`src/logic/mmtm_pkg.sv`:
```
/*
  Constants for the queue-driven memory-mapped traffic master: register
  offsets and field positions of the controller's register file, reset
  values, queue sizes and the sequencer state type.
  Assumes a 32-bit classic Wishbone slave port with byte addresses.
*/
package mmtm_pkg;

  ////////////////////////////////////////////////////////////////////////////
  // Register byte offsets
  localparam int WB_AW = 8;
  localparam logic [7:0] R_CMD_ADDR = 8'h00;
  localparam logic [7:0] R_CMD_DATA = 8'h04;
  localparam logic [7:0] R_CMD_CTRL = 8'h08;
  localparam logic [7:0] R_CMD_INIT = 8'h0C;
  localparam logic [7:0] R_CMD_IDLE = 8'h10;
  localparam logic [7:0] R_ACTION = 8'h14;
  localparam logic [7:0] R_STATUS = 8'h18;
  localparam logic [7:0] R_RSP_ADDR = 8'h1C;
  localparam logic [7:0] R_RSP_DATA = 8'h20;
  localparam logic [7:0] R_RSP_LAT = 8'h24;
  localparam logic [7:0] R_RSP_WAIT = 8'h28;

  ////////////////////////////////////////////////////////////////////////////
  // Field positions
  localparam int CTRL_TYPE_BIT = 0;
  localparam int CTRL_BURST_LSB = 4;
  localparam int CTRL_BE_LSB = 16;
  localparam int ACT_PUSH_BIT = 0;
  localparam int ACT_POP_BIT = 1;
  localparam int ST_PEND_LSB = 0;
  localparam int ST_ISS_LSB = 8;
  localparam int ST_RSP_LSB = 16;
  localparam int ST_DONE_BIT = 24;
  localparam int CNT_W = 16;
  localparam int TS_W = 32;

  ////////////////////////////////////////////////////////////////////////////
  // Reset values and encodings
  localparam logic [31:0] RST_CMD_CTRL = 32'h000F_0010;
  localparam logic [31:0] RST_WORD = 32'h0000_0000;
  localparam logic REQ_READ = 1'b0;
  localparam logic REQ_WRITE = 1'b1;

  ////////////////////////////////////////////////////////////////////////////
  // Queue sizes
  localparam int QDEPTH = 8;
  localparam int QPTR_W = 3;
  localparam int QCNT_W = 4;
  localparam int TDEPTH = 4;
  localparam int TPTR_W = 2;
  localparam int TCNT_W = 3;
  localparam int SHIFT_W = 8;

  typedef enum logic [1:0] {ST_IDLE, ST_INIT, ST_DRIVE, ST_GAP} mmtm_state_e;

endpackage

```
`src/logic/mmtm_master.sv`:
```
/*
  Queue-driven memory-mapped bus master for exercising a slave under test.
  Software fills a command descriptor over Wishbone, pushes it, the driver
  plays it out and the monitor queues read responses for software to pop.
  Assumes the slave shares mclk; its inputs are used without synchronising.
*/
// The Wishbone slave port and the placing of the registers were chosen for this implementation.
module mmtm_master #(
  parameter int ADDR_W = 32,
  parameter int SYM_W = 8,
  parameter int NUM_SYM = 4,
  parameter int BCNT_W = 3,
  parameter bit USE_READ = 1'b1,
  parameter bit USE_WRITE = 1'b1,
  parameter bit USE_ADDR = 1'b1,
  parameter bit USE_BE = 1'b1,
  parameter bit USE_BCNT = 1'b1,
  parameter bit USE_RDATA = 1'b1,
  parameter bit USE_RDV = 1'b1,
  parameter bit USE_WDATA = 1'b1,
  parameter bit USE_WAIT = 1'b1,
  parameter bit USE_BEGIN = 1'b0,
  parameter bit USE_BBEGIN = 1'b0,
  parameter bit RST_HIGH = 1'b1,
  parameter bit WAIT_HIGH = 1'b1,
  parameter bit READ_HIGH = 1'b1,
  parameter bit WRITE_HIGH = 1'b1,
  parameter bit BE_HIGH = 1'b1,
  parameter bit RDV_HIGH = 1'b1,
  parameter bit LINEWRAP = 1'b1,
  parameter bit BOUNDARY_ONLY = 1'b1,
  parameter int MAX_PEND_READS = 1,
  parameter int FIX_RD_LAT = 1
) (
  input wire logic mclk,
  input wire logic rst,
  input wire logic wb_cyc,
  input wire logic wb_stb,
  input wire logic wb_we,
  input wire logic [mmtm_pkg::WB_AW-1:0] wb_adr,
  input wire logic [3:0] wb_sel,
  input wire logic [31:0] wb_wdata,
  output logic [31:0] wb_rdata,
  output logic wb_ack,
  output logic bm_read,
  output logic bm_write,
  output logic [ADDR_W-1:0] bm_address,
  output logic [NUM_SYM-1:0] bm_byteenable,
  output logic [BCNT_W-1:0] bm_burstcount,
  output logic [SYM_W*NUM_SYM-1:0] bm_writedata,
  output logic bm_begintransfer,
  output logic bm_beginbursttransfer,
  input wire logic bm_waitrequest,
  input wire logic [SYM_W*NUM_SYM-1:0] bm_readdata,
  input wire logic bm_readdatavalid,
  output logic ev_cmd_issued,
  output logic ev_rsp_complete,
  output logic ev_all_complete
);
  localparam int DW = SYM_W * NUM_SYM;

  ////////////////////////////////////////////////////////////////////////////
  // Helpers
  function automatic logic hit(input logic [7:0] adr, input logic [7:0] off);
    return adr[7:2] == off[7:2];
  endfunction

  function automatic logic [31:0] merge(input logic [31:0] old_v, input logic [31:0] new_v,
                                        input logic [3:0] sel);
    logic [31:0] r;
    r = old_v;
    for (int i = 0; i < 4; i++) begin
      if (sel[i]) r[i*8 +: 8] = new_v[i*8 +: 8];
    end
    return r;
  endfunction

  function automatic logic [ADDR_W-1:0] span_mask(input logic [BCNT_W-1:0] bc);
    logic [ADDR_W-1:0] span;
    span = ADDR_W'(bc) * ADDR_W'(NUM_SYM);
    return span - ADDR_W'(1);
  endfunction

  function automatic logic [ADDR_W-1:0] next_addr(input logic [ADDR_W-1:0] a,
                                                  input logic [BCNT_W-1:0] bc);
    logic [ADDR_W-1:0] inc;
    inc = a + ADDR_W'(NUM_SYM);
    if (LINEWRAP) return (a & ~span_mask(bc)) | (inc & span_mask(bc));
    return inc;
  endfunction

  ////////////////////////////////////////////////////////////////////////////
  // Reset, input polarity, timestamp
  logic rst_a;
  logic wait_in;
  logic rdv_in;
  logic [mmtm_pkg::TS_W-1:0] ts_r;
  assign rst_a = (rst == RST_HIGH);
  assign wait_in = USE_WAIT && (bm_waitrequest == WAIT_HIGH);
  assign rdv_in = bm_readdatavalid == RDV_HIGH;

  always_ff @(posedge mclk) begin
    if (rst_a) ts_r <= '0;
    else ts_r <= ts_r + mmtm_pkg::TS_W'(1);
  end

  ////////////////////////////////////////////////////////////////////////////
  // Wishbone slave: one wait state, writes land on the acknowledge edge
  logic wb_ack_r;
  logic [31:0] wb_rdata_r;
  logic [31:0] rd_mux;
  logic wb_req;
  logic wb_wr;
  logic push;
  logic pop;
  assign wb_req = wb_cyc & wb_stb;
  assign wb_wr = wb_req & wb_we & wb_ack_r;
  assign wb_ack = wb_ack_r;
  assign wb_rdata = wb_rdata_r;
  assign push = wb_wr && hit(wb_adr, mmtm_pkg::R_ACTION) && wb_sel[0] &&
                wb_wdata[mmtm_pkg::ACT_PUSH_BIT];
  assign pop = wb_wr && hit(wb_adr, mmtm_pkg::R_ACTION) && wb_sel[0] &&
               wb_wdata[mmtm_pkg::ACT_POP_BIT];

  always_ff @(posedge mclk) begin
    if (rst_a) wb_ack_r <= 1'b0;
    else wb_ack_r <= wb_req & ~wb_ack_r;
  end

  always_ff @(posedge mclk) begin
    if (rst_a) wb_rdata_r <= mmtm_pkg::RST_WORD;
    else if (wb_req && !wb_ack_r && !wb_we) wb_rdata_r <= rd_mux;
  end

  ////////////////////////////////////////////////////////////////////////////
  // Command descriptor
  logic [ADDR_W-1:0] cmd_addr_r;
  logic [31:0] cmd_data_r;
  logic [31:0] cmd_ctrl_r;
  logic [31:0] cmd_init_r;
  logic [31:0] cmd_idle_r;

  always_ff @(posedge mclk) begin
    if (rst_a) begin
      cmd_addr_r <= '0;
      cmd_data_r <= mmtm_pkg::RST_WORD;
      cmd_ctrl_r <= mmtm_pkg::RST_CMD_CTRL;
      cmd_init_r <= mmtm_pkg::RST_WORD;
      cmd_idle_r <= mmtm_pkg::RST_WORD;
    end else if (wb_wr) begin
      if (hit(wb_adr, mmtm_pkg::R_CMD_ADDR))
        cmd_addr_r <= ADDR_W'(merge(32'(cmd_addr_r), wb_wdata, wb_sel));
      if (hit(wb_adr, mmtm_pkg::R_CMD_DATA)) cmd_data_r <= merge(cmd_data_r, wb_wdata, wb_sel);
      if (hit(wb_adr, mmtm_pkg::R_CMD_CTRL)) cmd_ctrl_r <= merge(cmd_ctrl_r, wb_wdata, wb_sel);
      if (hit(wb_adr, mmtm_pkg::R_CMD_INIT)) cmd_init_r <= merge(cmd_init_r, wb_wdata, wb_sel);
      if (hit(wb_adr, mmtm_pkg::R_CMD_IDLE)) cmd_idle_r <= merge(cmd_idle_r, wb_wdata, wb_sel);
    end
  end

  ////////////////////////////////////////////////////////////////////////////
  // Pending command queue
  logic [ADDR_W-1:0] pq_addr [mmtm_pkg::QDEPTH];
  logic [DW-1:0] pq_data [mmtm_pkg::QDEPTH];
  logic pq_type [mmtm_pkg::QDEPTH];
  logic [NUM_SYM-1:0] pq_be [mmtm_pkg::QDEPTH];
  logic [BCNT_W-1:0] pq_burst [mmtm_pkg::QDEPTH];
  logic [mmtm_pkg::CNT_W-1:0] pq_init [mmtm_pkg::QDEPTH];
  logic [mmtm_pkg::CNT_W-1:0] pq_idle [mmtm_pkg::QDEPTH];
  logic [mmtm_pkg::QPTR_W-1:0] pq_wp_r;
  logic [mmtm_pkg::QPTR_W-1:0] pq_rp_r;
  logic [mmtm_pkg::QCNT_W-1:0] pq_cnt_r;
  logic pq_push;
  logic take;
  // A push into a full queue is dropped
  assign pq_push = push && (pq_cnt_r != mmtm_pkg::QCNT_W'(mmtm_pkg::QDEPTH));

  always_ff @(posedge mclk) begin
    if (pq_push) begin
      pq_addr[pq_wp_r] <= cmd_addr_r;
      pq_data[pq_wp_r] <= DW'(cmd_data_r);
      pq_type[pq_wp_r] <= cmd_ctrl_r[mmtm_pkg::CTRL_TYPE_BIT];
      pq_be[pq_wp_r] <= cmd_ctrl_r[mmtm_pkg::CTRL_BE_LSB +: NUM_SYM];
      pq_burst[pq_wp_r] <= cmd_ctrl_r[mmtm_pkg::CTRL_BURST_LSB +: BCNT_W];
      pq_init[pq_wp_r] <= cmd_init_r[mmtm_pkg::CNT_W-1:0];
      pq_idle[pq_wp_r] <= cmd_idle_r[mmtm_pkg::CNT_W-1:0];
    end
  end

  always_ff @(posedge mclk) begin
    if (rst_a) begin
      pq_wp_r <= '0;
      pq_rp_r <= '0;
      pq_cnt_r <= '0;
    end else begin
      if (pq_push) pq_wp_r <= pq_wp_r + mmtm_pkg::QPTR_W'(1);
      if (take) pq_rp_r <= pq_rp_r + mmtm_pkg::QPTR_W'(1);
      pq_cnt_r <= pq_cnt_r + mmtm_pkg::QCNT_W'(pq_push) - mmtm_pkg::QCNT_W'(take);
    end
  end

  ////////////////////////////////////////////////////////////////////////////
  // Driver sequencer
  mmtm_pkg::mmtm_state_e state_r;
  logic [ADDR_W-1:0] cur_addr_r;
  logic [DW-1:0] cur_data_r;
  logic cur_type_r;
  logic [NUM_SYM-1:0] cur_be_r;
  logic [BCNT_W-1:0] cur_burst_r;
  logic [mmtm_pkg::CNT_W-1:0] cur_idle_r;
  logic [mmtm_pkg::CNT_W-1:0] cnt_r;
  logic [mmtm_pkg::CNT_W-1:0] wait_cnt_r;
  logic [BCNT_W-1:0] word_left_r;
  logic first_r;
  logic first_word_r;
  logic drv;
  logic acc;
  logic last_word;
  logic [mmtm_pkg::TCNT_W-1:0] trk_cnt_r;
  logic [BCNT_W-1:0] hd_burst;
  logic [ADDR_W-1:0] hd_addr;

  assign hd_burst = (pq_burst[pq_rp_r] == '0) ? BCNT_W'(1) : pq_burst[pq_rp_r];
  assign hd_addr = BOUNDARY_ONLY ? (pq_addr[pq_rp_r] & ~span_mask(hd_burst))
                                 : pq_addr[pq_rp_r];
  // Reads wait here until the slave has room for another outstanding read
  assign take = (state_r == mmtm_pkg::ST_IDLE) && (pq_cnt_r != '0) &&
                (pq_type[pq_rp_r] == mmtm_pkg::REQ_WRITE ||
                 trk_cnt_r < mmtm_pkg::TCNT_W'(MAX_PEND_READS));
  assign drv = state_r == mmtm_pkg::ST_DRIVE;
  assign acc = drv && !wait_in;
  // A read burst is one command; a write burst is one transfer per word
  assign last_word = (cur_type_r == mmtm_pkg::REQ_READ) || (word_left_r == BCNT_W'(1));

  always_ff @(posedge mclk) begin
    if (rst_a) begin
      state_r <= mmtm_pkg::ST_IDLE;
      cur_addr_r <= '0;
      cur_data_r <= '0;
      cur_type_r <= mmtm_pkg::REQ_READ;
      cur_be_r <= '0;
      cur_burst_r <= '0;
      cur_idle_r <= '0;
      cnt_r <= '0;
      wait_cnt_r <= '0;
      word_left_r <= '0;
      first_r <= 1'b0;
      first_word_r <= 1'b0;
    end else begin
      case (state_r)
        mmtm_pkg::ST_IDLE: begin
          if (take) begin
            cur_addr_r <= hd_addr;
            cur_data_r <= pq_data[pq_rp_r];
            cur_type_r <= pq_type[pq_rp_r];
            cur_be_r <= pq_be[pq_rp_r];
            cur_burst_r <= hd_burst;
            cur_idle_r <= pq_idle[pq_rp_r];
            word_left_r <= hd_burst;
            wait_cnt_r <= '0;
            first_word_r <= 1'b1;
            cnt_r <= pq_init[pq_rp_r];
            if (pq_init[pq_rp_r] == '0) begin
              state_r <= mmtm_pkg::ST_DRIVE;
              first_r <= 1'b1;
            end else begin
              state_r <= mmtm_pkg::ST_INIT;
            end
          end
        end
        mmtm_pkg::ST_INIT: begin
          cnt_r <= cnt_r - mmtm_pkg::CNT_W'(1);
          if (cnt_r == mmtm_pkg::CNT_W'(1)) begin
            state_r <= mmtm_pkg::ST_DRIVE;
            first_r <= 1'b1;
          end
        end
        mmtm_pkg::ST_DRIVE: begin
          first_r <= 1'b0;
          if (wait_in) begin
            wait_cnt_r <= wait_cnt_r + mmtm_pkg::CNT_W'(1);
          end else begin
            first_word_r <= 1'b0;
            word_left_r <= last_word ? '0 : word_left_r - BCNT_W'(1);
            cnt_r <= cur_idle_r;
            if (!last_word) cur_addr_r <= next_addr(cur_addr_r, cur_burst_r);
            if (cur_idle_r != '0) begin
              state_r <= mmtm_pkg::ST_GAP;
            end else if (!last_word) begin
              first_r <= 1'b1;
              wait_cnt_r <= '0;
            end else begin
              state_r <= mmtm_pkg::ST_IDLE;
            end
          end
        end
        mmtm_pkg::ST_GAP: begin
          cnt_r <= cnt_r - mmtm_pkg::CNT_W'(1);
          if (cnt_r == mmtm_pkg::CNT_W'(1)) begin
            if (word_left_r != '0) begin
              state_r <= mmtm_pkg::ST_DRIVE;
              first_r <= 1'b1;
              wait_cnt_r <= '0;
            end else begin
              state_r <= mmtm_pkg::ST_IDLE;
            end
          end
        end
        default: state_r <= mmtm_pkg::ST_IDLE;
      endcase
    end
  end

  ////////////////////////////////////////////////////////////////////////////
  // Bus pins; left-out ports sit at their inactive level
  assign bm_read = (USE_READ && drv && cur_type_r == mmtm_pkg::REQ_READ) ~^ READ_HIGH;
  assign bm_write = (USE_WRITE && drv && cur_type_r == mmtm_pkg::REQ_WRITE) ~^ WRITE_HIGH;
  assign bm_address = USE_ADDR ? cur_addr_r : '0;
  assign bm_byteenable = USE_BE ? (cur_be_r ~^ {NUM_SYM{BE_HIGH}}) : {NUM_SYM{~BE_HIGH}};
  assign bm_burstcount = USE_BCNT ? cur_burst_r : '0;
  assign bm_writedata = USE_WDATA ? cur_data_r : '0;
  assign bm_begintransfer = USE_BEGIN && drv && first_r;
  assign bm_beginbursttransfer = USE_BBEGIN && drv && first_r && first_word_r;
  assign ev_cmd_issued = drv && first_r;

  ////////////////////////////////////////////////////////////////////////////
  // Read tracker: accepted reads waiting for data
  logic [ADDR_W-1:0] trk_addr [mmtm_pkg::TDEPTH];
  logic [BCNT_W-1:0] trk_burst [mmtm_pkg::TDEPTH];
  logic [mmtm_pkg::TS_W-1:0] trk_ts [mmtm_pkg::TDEPTH];
  logic [mmtm_pkg::CNT_W-1:0] trk_wait [mmtm_pkg::TDEPTH];
  logic [mmtm_pkg::TPTR_W-1:0] trk_wp_r;
  logic [mmtm_pkg::TPTR_W-1:0] trk_rp_r;
  logic [BCNT_W-1:0] mon_idx_r;
  logic [ADDR_W-1:0] mon_addr_r;
  logic [ADDR_W-1:0] mon_cur;
  logic [mmtm_pkg::SHIFT_W-1:0] lat_sh_r;
  logic rd_acc;
  logic cap;
  logic rd_done;
  assign rd_acc = acc && cur_type_r == mmtm_pkg::REQ_READ;
  // Fixed-latency mode expects single-word reads
  assign cap = (USE_RDV ? rdv_in : lat_sh_r[FIX_RD_LAT-1]) && (trk_cnt_r != '0);
  assign rd_done = cap && (mon_idx_r + BCNT_W'(1) == trk_burst[trk_rp_r]);
  assign mon_cur = (mon_idx_r == '0) ? trk_addr[trk_rp_r] : mon_addr_r;

  always_ff @(posedge mclk) begin
    if (rd_acc) begin
      trk_addr[trk_wp_r] <= cur_addr_r;
      trk_burst[trk_wp_r] <= cur_burst_r;
      trk_ts[trk_wp_r] <= ts_r;
      trk_wait[trk_wp_r] <= wait_cnt_r;
    end
  end

  always_ff @(posedge mclk) begin
    if (rst_a) begin
      trk_wp_r <= '0;
      trk_rp_r <= '0;
      trk_cnt_r <= '0;
      mon_idx_r <= '0;
      mon_addr_r <= '0;
      lat_sh_r <= '0;
    end else begin
      lat_sh_r <= {lat_sh_r[mmtm_pkg::SHIFT_W-2:0], rd_acc};
      if (rd_acc) trk_wp_r <= trk_wp_r + mmtm_pkg::TPTR_W'(1);
      if (rd_done) trk_rp_r <= trk_rp_r + mmtm_pkg::TPTR_W'(1);
      trk_cnt_r <= trk_cnt_r + mmtm_pkg::TCNT_W'(rd_acc) - mmtm_pkg::TCNT_W'(rd_done);
      if (cap) begin
        mon_idx_r <= rd_done ? '0 : mon_idx_r + BCNT_W'(1);
        mon_addr_r <= next_addr(mon_cur, trk_burst[trk_rp_r]);
      end
    end
  end

  ////////////////////////////////////////////////////////////////////////////
  // Response queue and popped response
  logic [ADDR_W-1:0] rq_addr [mmtm_pkg::QDEPTH];
  logic [DW-1:0] rq_data [mmtm_pkg::QDEPTH];
  logic [mmtm_pkg::TS_W-1:0] rq_lat [mmtm_pkg::QDEPTH];
  logic [mmtm_pkg::CNT_W-1:0] rq_wait [mmtm_pkg::QDEPTH];
  logic [mmtm_pkg::QPTR_W-1:0] rq_wp_r;
  logic [mmtm_pkg::QPTR_W-1:0] rq_rp_r;
  logic [mmtm_pkg::QCNT_W-1:0] rq_cnt_r;
  logic [ADDR_W-1:0] pop_addr_r;
  logic [DW-1:0] pop_data_r;
  logic [mmtm_pkg::TS_W-1:0] pop_lat_r;
  logic [mmtm_pkg::CNT_W-1:0] pop_wait_r;
  logic ev_rsp_r;
  logic rq_push;
  logic rq_pop;
  // A full response queue loses the new word rather than stall the slave
  assign rq_push = cap && (rq_cnt_r != mmtm_pkg::QCNT_W'(mmtm_pkg::QDEPTH));
  assign rq_pop = pop && (rq_cnt_r != '0);
  assign ev_rsp_complete = ev_rsp_r;

  always_ff @(posedge mclk) begin
    if (rq_push) begin
      rq_addr[rq_wp_r] <= mon_cur;
      rq_data[rq_wp_r] <= USE_RDATA ? bm_readdata : '0;
      rq_lat[rq_wp_r] <= ts_r - trk_ts[trk_rp_r];
      rq_wait[rq_wp_r] <= trk_wait[trk_rp_r];
    end
  end

  always_ff @(posedge mclk) begin
    if (rst_a) begin
      rq_wp_r <= '0;
      rq_rp_r <= '0;
      rq_cnt_r <= '0;
      ev_rsp_r <= 1'b0;
    end else begin
      if (rq_push) rq_wp_r <= rq_wp_r + mmtm_pkg::QPTR_W'(1);
      if (rq_pop) rq_rp_r <= rq_rp_r + mmtm_pkg::QPTR_W'(1);
      rq_cnt_r <= rq_cnt_r + mmtm_pkg::QCNT_W'(rq_push) - mmtm_pkg::QCNT_W'(rq_pop);
      ev_rsp_r <= cap;
    end
  end

  always_ff @(posedge mclk) begin
    if (rst_a) begin
      pop_addr_r <= '0;
      pop_data_r <= '0;
      pop_lat_r <= '0;
      pop_wait_r <= '0;
    end else if (rq_pop) begin
      pop_addr_r <= rq_addr[rq_rp_r];
      pop_data_r <= rq_data[rq_rp_r];
      pop_lat_r <= rq_lat[rq_rp_r];
      pop_wait_r <= rq_wait[rq_rp_r];
    end
  end

  ////////////////////////////////////////////////////////////////////////////
  // Issued count and completion
  logic [mmtm_pkg::QCNT_W-1:0] iss_cnt_r;
  logic all_done;
  logic done_q_r;
  logic iss_inc;
  logic iss_dec;
  assign iss_inc = ev_cmd_issued && first_word_r;
  assign iss_dec = rd_done || (acc && cur_type_r == mmtm_pkg::REQ_WRITE && last_word);
  assign all_done = (pq_cnt_r == '0) && (iss_cnt_r == '0) && !iss_inc &&
                    (state_r == mmtm_pkg::ST_IDLE || state_r == mmtm_pkg::ST_GAP);
  assign ev_all_complete = all_done && !done_q_r;

  always_ff @(posedge mclk) begin
    if (rst_a) begin
      iss_cnt_r <= '0;
      done_q_r <= 1'b1;
    end else begin
      iss_cnt_r <= iss_cnt_r + mmtm_pkg::QCNT_W'(iss_inc) - mmtm_pkg::QCNT_W'(iss_dec);
      done_q_r <= all_done;
    end
  end

  ////////////////////////////////////////////////////////////////////////////
  // Register read mux; unmapped offsets read zero
  always_comb begin
    rd_mux = mmtm_pkg::RST_WORD;
    if (hit(wb_adr, mmtm_pkg::R_CMD_ADDR)) rd_mux = 32'(cmd_addr_r);
    if (hit(wb_adr, mmtm_pkg::R_CMD_DATA)) rd_mux = cmd_data_r;
    if (hit(wb_adr, mmtm_pkg::R_CMD_CTRL)) rd_mux = cmd_ctrl_r;
    if (hit(wb_adr, mmtm_pkg::R_CMD_INIT)) rd_mux = cmd_init_r;
    if (hit(wb_adr, mmtm_pkg::R_CMD_IDLE)) rd_mux = cmd_idle_r;
    if (hit(wb_adr, mmtm_pkg::R_STATUS)) begin
      rd_mux[mmtm_pkg::ST_PEND_LSB +: 8] = 8'(pq_cnt_r);
      rd_mux[mmtm_pkg::ST_ISS_LSB +: 8] = 8'(iss_cnt_r);
      rd_mux[mmtm_pkg::ST_RSP_LSB +: 8] = 8'(rq_cnt_r);
      rd_mux[mmtm_pkg::ST_DONE_BIT] = all_done;
    end
    if (hit(wb_adr, mmtm_pkg::R_RSP_ADDR)) rd_mux = 32'(pop_addr_r);
    if (hit(wb_adr, mmtm_pkg::R_RSP_DATA)) rd_mux = 32'(pop_data_r);
    if (hit(wb_adr, mmtm_pkg::R_RSP_LAT)) rd_mux = 32'(pop_lat_r);
    if (hit(wb_adr, mmtm_pkg::R_RSP_WAIT)) rd_mux = 32'(pop_wait_r);
  end

endmodule

```
`config.mk`:
```
export PLATFORM = sky130hd
export DESIGN_NAME = mmtm_master
export DESIGN_NICKNAME = d
export VERILOG_FILES = /design/src/logic/mmtm_pkg.sv /design/src/logic/mmtm_master.sv
export SDC_FILE = /design/constraint.sdc
export NUM_CORES = 2
export LEC_CHECK = 0
export ABC_AREA = 1
export BUFFER_PORTS_ARGS = -buffer_cell sky130_fd_sc_hd__buf_2
export CORE_ASPECT_RATIO = 0.5
export CORE_UTILIZATION = 40
export DETAILED_ROUTE_END_ITERATION = 7
export HOLD_SLACK_MARGIN = 0.08
export MAX_ROUTING_LAYER = met4
export PLACE_DENSITY = 0.65
export SLEW_MARGIN = 15
export SYNTH_ARGS = -nofsm -noshare
export SYNTH_HDL_FRONTEND = slang
export SYNTH_SLANG_ARGS = --single-unit
```
`constraint.sdc`:
```
create_clock -name mclk -period 25.9 [get_ports mclk]
set_input_delay 7.77 -clock mclk [delete_from_list [all_inputs] [get_ports mclk]]
set_output_delay 7.77 -clock mclk [all_outputs]
set_load 0.005 [all_outputs]
```
-- Word level (Yosys, flattened, before mapping)
Memory sizes are Yosys's and may differ from the RTL's. A register that Yosys moved wholly into a read port is not among the register bits.
Index checks and enable logic that the tools add are counted.
- register bits: 368
- bits in latches: 0
- bits in writable memories: 2060
- ROM bits: 0
- output and inout port bits: 111
- memories kept: 15
- memories (name ; depth ; bits a word ; rd ports ; clocked after memory_dff ; write ports ; line ; source):
    pq_addr ; 8 ; 32 ; 1 ; 1 ; 1 ; mmtm_master.sv:162 ; logic [ADDR_W-1:0] pq_addr [mmtm_pkg::QDEPTH];
    pq_data ; 8 ; 32 ; 1 ; 1 ; 1 ; mmtm_master.sv:163 ; logic [DW-1:0] pq_data [mmtm_pkg::QDEPTH];
    rq_addr ; 8 ; 32 ; 1 ; 1 ; 1 ; mmtm_master.sv:377 ; logic [ADDR_W-1:0] rq_addr [mmtm_pkg::QDEPTH];
    rq_data ; 8 ; 32 ; 1 ; 1 ; 1 ; mmtm_master.sv:378 ; logic [DW-1:0] rq_data [mmtm_pkg::QDEPTH];
    rq_lat ; 8 ; 32 ; 1 ; 1 ; 1 ; mmtm_master.sv:379 ; logic [mmtm_pkg::TS_W-1:0] rq_lat [mmtm_pkg::QDEPTH];
    pq_idle ; 8 ; 16 ; 1 ; 1 ; 1 ; mmtm_master.sv:168 ; logic [mmtm_pkg::CNT_W-1:0] pq_idle [mmtm_pkg::QDEPTH];
    +9 memories ; - ; - ; - ; - ; - ; - ;
- $add $sub $neg: 25
- multiply operators: 0
- divide/modulo/power cells: 0
- magnitude comparators: 1
- equal/unequal tests: 28
- shifts and indexed selects: 0
- multiplexer cells: 82
- bitwise operators: 16
- reduce and logical (&&, ||, !) cells: 76
- operator list (kind ; number):
    2-to-1 mux 32 bit ; 15
    bitwise AND 32 bit ; 5
    2-to-1 mux 16 bit ; 8
    inverter 32 bit ; 3
    one-hot mux 16 bit (3 select lines) ; 2
    adder 32 x 3 -> 32 bit (second input constant) ; 2
    bitwise OR 32 bit ; 2
    one-hot mux 32 bit (2 select lines) ; 1
    AND reduction 3 bit ; 21
    2-to-1 mux 3 bit ; 13
    adder 32 x 1 -> 32 bit (second input constant) ; 1
    2-to-1 mux 2 bit ; 16
    subtractor 32 bit ; 1
    logical AND 1 bit ; 25
    2-to-1 mux 25 bit ; 1
    equality test 6 x 3 -> 1 bit (second input constant) ; 4
    2-to-1 mux 1 bit ; 22
    equality test 6 x 4 -> 1 bit (second input constant) ; 3
    subtractor 5 x 1 -> 6 bit (second input constant) ; 3
    adder 16 x 1 -> 16 bit (second input constant) ; 1
    equality test 16 x 1 -> 1 bit (second input constant) ; 1
    logical NOT 16 bit ; 1
    nonzero test 16 bit ; 1
    subtractor 16 x 1 -> 16 bit (second input constant) ; 1
    39 further kinds ; 75

-- Longest topological paths before layout
- depth after elaboration: 11
- gate-level depth with buffers: 21

-- Worst setup path before layout
No wires, ideal clock.
- kind: input to register
- start: input wb_adr[4] (netlist bit)
- end: memory pq_addr[3][10] (enable)
- data arrival time: 15836 ps
- setup slack: 9376 ps
- stages on the path: 12
- path through: inv_1 nor2_1 inv_1 nor2_2 inv_1 nor3_1 inv_1 nor3_1 inv_1 nor2_1 inv_1 nor3_1
- cells in the longest elaborated chain, start to end: 7
- RTL lines (element ; line ; source):
    start, declared ; mmtm_master.sv:40 ; input wire logic [mmtm_pkg::WB_AW-1:0] wb_adr,
    equality test 6 x 3 -> 1 bit ; mmtm_master.sv:65 ; return adr[7:2] == off[7:2];
    logical AND 1 bit (3 in a row) ; mmtm_master.sv:120 ; assign push = wb_wr && hit(wb_adr, mmtm_pkg::R_ACTION) && wb_sel[0] &&
    logical AND 1 bit ; mmtm_master.sv:175 ; assign pq_push = push && (pq_cnt_r != mmtm_pkg::QCNT_W'(mmtm_pkg::QDEPTH));
    2-to-1 mux 1 bit ; mmtm_master.sv:178 ; if (pq_push) begin
    2-to-1 mux 1 bit (not written as such) ; mmtm_master.sv:179 ; pq_addr[pq_wp_r] <= cmd_addr_r;
    end, declared ; mmtm_master.sv:162 ;
No other way between the ends.

-- Worst setup path in the final report
- start: input wb_we
- end: memory pq_data[7][26] (netlist bit) (enable)
- cells in the longest elaborated chain, start to end: 8
- RTL lines (element ; line ; source):
    start, declared ; mmtm_master.sv:39 ; input wire logic wb_we,
    bitwise AND 1 bit (2 in a row) ; mmtm_master.sv:117 ; assign wb_wr = wb_req & wb_we & wb_ack_r;
    logical AND 1 bit (3 in a row) ; mmtm_master.sv:120 ;
    logical AND 1 bit ; mmtm_master.sv:175 ;
    2-to-1 mux 1 bit ; mmtm_master.sv:178 ;
    2-to-1 mux 1 bit (not written as such) ; mmtm_master.sv:180 ; pq_data[pq_wp_r] <= DW'(cmd_data_r);
    end, declared ; mmtm_master.sv:163 ;
No other way between the ends.

==> metrics <==
synthesized flop and latch total=roughly 2.6k; Most common cell on crit path=inv_1; clk root buf=clkbuf_16; Fin Hold WS=between 400 and 500 ps; r2r worst-path depth=12; share of layout cells above drive strength 1=under 10%; Metal-1 WL=about 120,000 µm; status=finished with violations; top layer in use=met4; via count=73.5k; Post-CTS Setup Inserts=0; DP Area=109,000 µm²; Arr. time, crit path=12,320 ps; Power Dens Cells=between 80 and 90 nW/µm²; sequential share of the synthesized area=slightly below 70%; Post-Syn Area=105,000 µm²; Die Span Y=365 µm; Crit Reg-Reg Endpoint=pq_data[7][26]; Die X=just over 700 µm; most common cell after layout, fill and taps aside=nand2_1; Layout Utilization=about 45%; Synth Instances=9,755; top_reg_cell synth=edfxtp_1; fill count=between 20k and 25k; Slew Viols, Final=1; CP max FO=54; Buffers on Ports=approximately 190; design area=around 120,000 µm²; max-cap violations=1; RSZ-0062 raised after global routing=false; Max H-tree Level=4; worst hold path type=register to register; nature of the critical path startpoint=input pin; hold buffers post-CTS=0; worst reg-to-reg setup slack=between 20,000 and 25,000 ps; FMAX=approximately 85 MHz; Critical Path Sink Type=register; Area Growth Syn to Fin=11.1%; Critical Path Max Stage Delay=between 800 and 900 ps; Sw Share=between 20% and 30%; # rows=approximately 130; Worst R2R Start=wb_ack; top cells by area, synth=edfxtp_1 58%, dfxtp_1 10%, nand2_1 7.5%, o21ai_0 4.4%, nand3_1 4.2%; largest net degree at the start of global routing=approximately 210; peak supply drop=0.0845 mV; CP max-delay cell=buf_4; fin nets=between 9k and 10k; dpl hpwl=between 150,000 and 200,000 µm; critical path class=input pin to register; Core Footprint=~260,000 µm²; required time worst endpoint=approximately 26,000 ps; Yosys cell types=67; Pleak=around 42 nW; setup violators final=0; clk_lat worst skew=890 ps; Hold Path Cell Cnt=2; cell taking the most area after synthesis=edfxtp_1; Psw=around 0.0028 W; top-area cell type share of the netlist area=between 50% and 60%; DRC viols=0; Syn Area/Cell=10.8 µm²; metal2 WL=~140,000 µm; Final ANT Viol Nets=0; number of buffers created by CTS=between 200 and 250; clock-pin slew on the worst setup and hold paths=60 ps; # IOs=approximately 190; Clk network pwr share=between 30% and 40%; WL final=290,000 µm; Final Hold Fails=0; hold path endpoint=cmd_idle_r[19]; EDFF count, synth=2,036; first-pass GRT wire length=430,000 µm; most frequent cells in the layout=2,098 x nand2_1, 2,036 x edfxtp_1, 955 x nor2_1; Synth async-reset ratio=0%; power share of the combinational group=between 10% and 20%; max_slew headroom=-0.510%; post-cts resize count=0; RePlAce Congestion=slightly above 0.9; metal3 WL=between 20,000 and 25,000 µm; Max Clock Skew=70.3 ps; Crit path max-delay family=buffers and inverters; Final min period=around 12,000 ps; 1st-iter DRT viols=between 8k and 9k; initial antenna violation count=21; worst hold start=cmd_idle_r[19]; area of the multi-input gates=29,600 µm²; Final Cycle Share=~46%; worst slew pin tran=around 1500 ps; Sequential Power Share=between 40% and 50%; Pint=approximately 0.007 W; setup tns final=0 ps; Synth warnings=0; CTS tree=done; register area=71,900 µm²; critical-path cell list=buf_2 > nand4_1 > inv_1 > nand2_1 > nor3_1 > inv_1 > nor3_1 > inv_1 > nor2_1 > inv_1 > nor3_2 > buf_4 > buf_4; GRT Util Overall=a little over a fifth; clk sinks=about 2.6k; TritonRoute pass-1 iters=6; GR Overflow Total=0; Initial Utilization=just over 40%; vias in the first global route=around 68k; worst path bufs/invs=7; CTS max path bufs=4; violated checks=max-capacitance violations, max-slew violations; Vias/cell=around 5.5; routed length per placed instance=21.6 µm; die area=around 270,000 µm²
[per-stage QoR]
| step | instances | total power, W | worst slack (ps) |
|---|---|---|---|
| after floorplan | 9758 | 0.00588 | 9380 |
| after global placement | 13000 | 0.00640 | 13180 |
| after CTS | 13400 | 0.00983 | 14060 |
| final | 13400 | 0.00981 | 14080 |
| after global routing | 13400 | 0.0102 | 13540 |
| after detailed placement | 13000 | 0.00642 | 13070 |
[final cells by class]
| cell class | count | share of cell area [%] |
|---|---|---|
| Antenna cell | 9 | 0.0192 |
| Clock buffer | 324 | 5.57 |
| Clock inverter | 112 | 0.908 |
| Inverter | 454 | 1.50 |
| Multi-Input combinational cell | 6172 | 25.3 |
| Sequential cell | 2571 | 61.4 |
| Tap cell | 3484 | 3.72 |
| Timing Repair Buffer | 296 | 1.59 |
[cells by family after synthesis]
| group | share of synthesized area [%] |
|---|---|
| other | 0.00356 |
| AND/OR/NAND/NOR | 16.7 |
| flip-flops | 68.2 |
| AO/OA/AOI/OAI | 9.50 |
| buffers and inverters | 3.88 |
| XOR/XNOR | 0.640 |
| adder cells (fa/ha/maj) | 1.06 |
[how the worst max path moves through the flow]
stage | start | end | slack [ps] | depth (start not counted)
detailed placement | wb_cyc | pq_data[7][26] | 13070 | 13
CTS | wb_cyc | pq_data[7][11] | 14060 | 13
global placement | wb_cyc | pq_data[7][28] | 13180 | 13
global route | wb_we | pq_data[7][11] | 13540 | 13
finish | wb_we | pq_data[7][26] | 14080 | 13
floorplan | wb_adr[4] | pq_addr[3][10] | 9380 | 12
[cell usage after synthesis (17+ instances only)]
cell type	count
a21oi_1	393
nand2_2	30
or2_2	21
nand4_1	56
nand3_1	878
xor2_1	54
ha_1	81
inv_2	17
clkbuf_1	410
o221ai_1	37
edfxtp_1	2036
nor3_1	84
xnor2_1	23
buf_1	35
dfxtp_1	535
buf_2	85
nor2_1	973
nand2_1	2098
a31oi_1	172
a32o_1	39
o21ai_0	924
o22ai_1	105
o211ai_1	33
inv_1	427
[power by group through the flow]
stage | registers, W | logic (W) | clock network (W)
finish | 0.00477 | 0.00159 | 0.00346
global route | 0.00478 | 0.00176 | 0.00366
CTS | 0.00476 | 0.00158 | 0.00349
detailed placement | 0.00485 | 0.00157 | 0
global placement | 0.00485 | 0.00155 | 0
floorplan | 0.00476 | 0.00112 | 0
[state kept, by name, indices dropped and copies added (netlist names), 64 cells and up, named ones only]
| name | cells |
|---|---|
| rq_addr | 256 |
| pq_idle | 128 |
| pq_addr | 240 |
| rq_wait | 128 |
| trk_addr | 120 |
| trk_wait | 64 |
| rq_data | 256 |
| trk_ts | 128 |
| rq_lat | 256 |
| pq_data | 256 |
| pq_init | 128 |
[worst register-to-register path, stage by stage, from the launching register on]
cell and delay [ps]:
dfxtp_1 380, nand4_1 480, inv_1 350, nand2_1 260, nor3_1 200, inv_1 100, nor3_1 400, inv_1 180
nor2_1 170, inv_1 130, nor3_2 450, buf_4 770, buf_4 900
[metal layers]
layer / track usage [%] / vias up
li1: - / 34200
met1: 28.4 / 35900
met2: 35.4 / 2860
met3: 2.94 / 468
met4: 6.94 / 0
met5: - / -
Note: power is estimated with default switching activity, not from simulation.
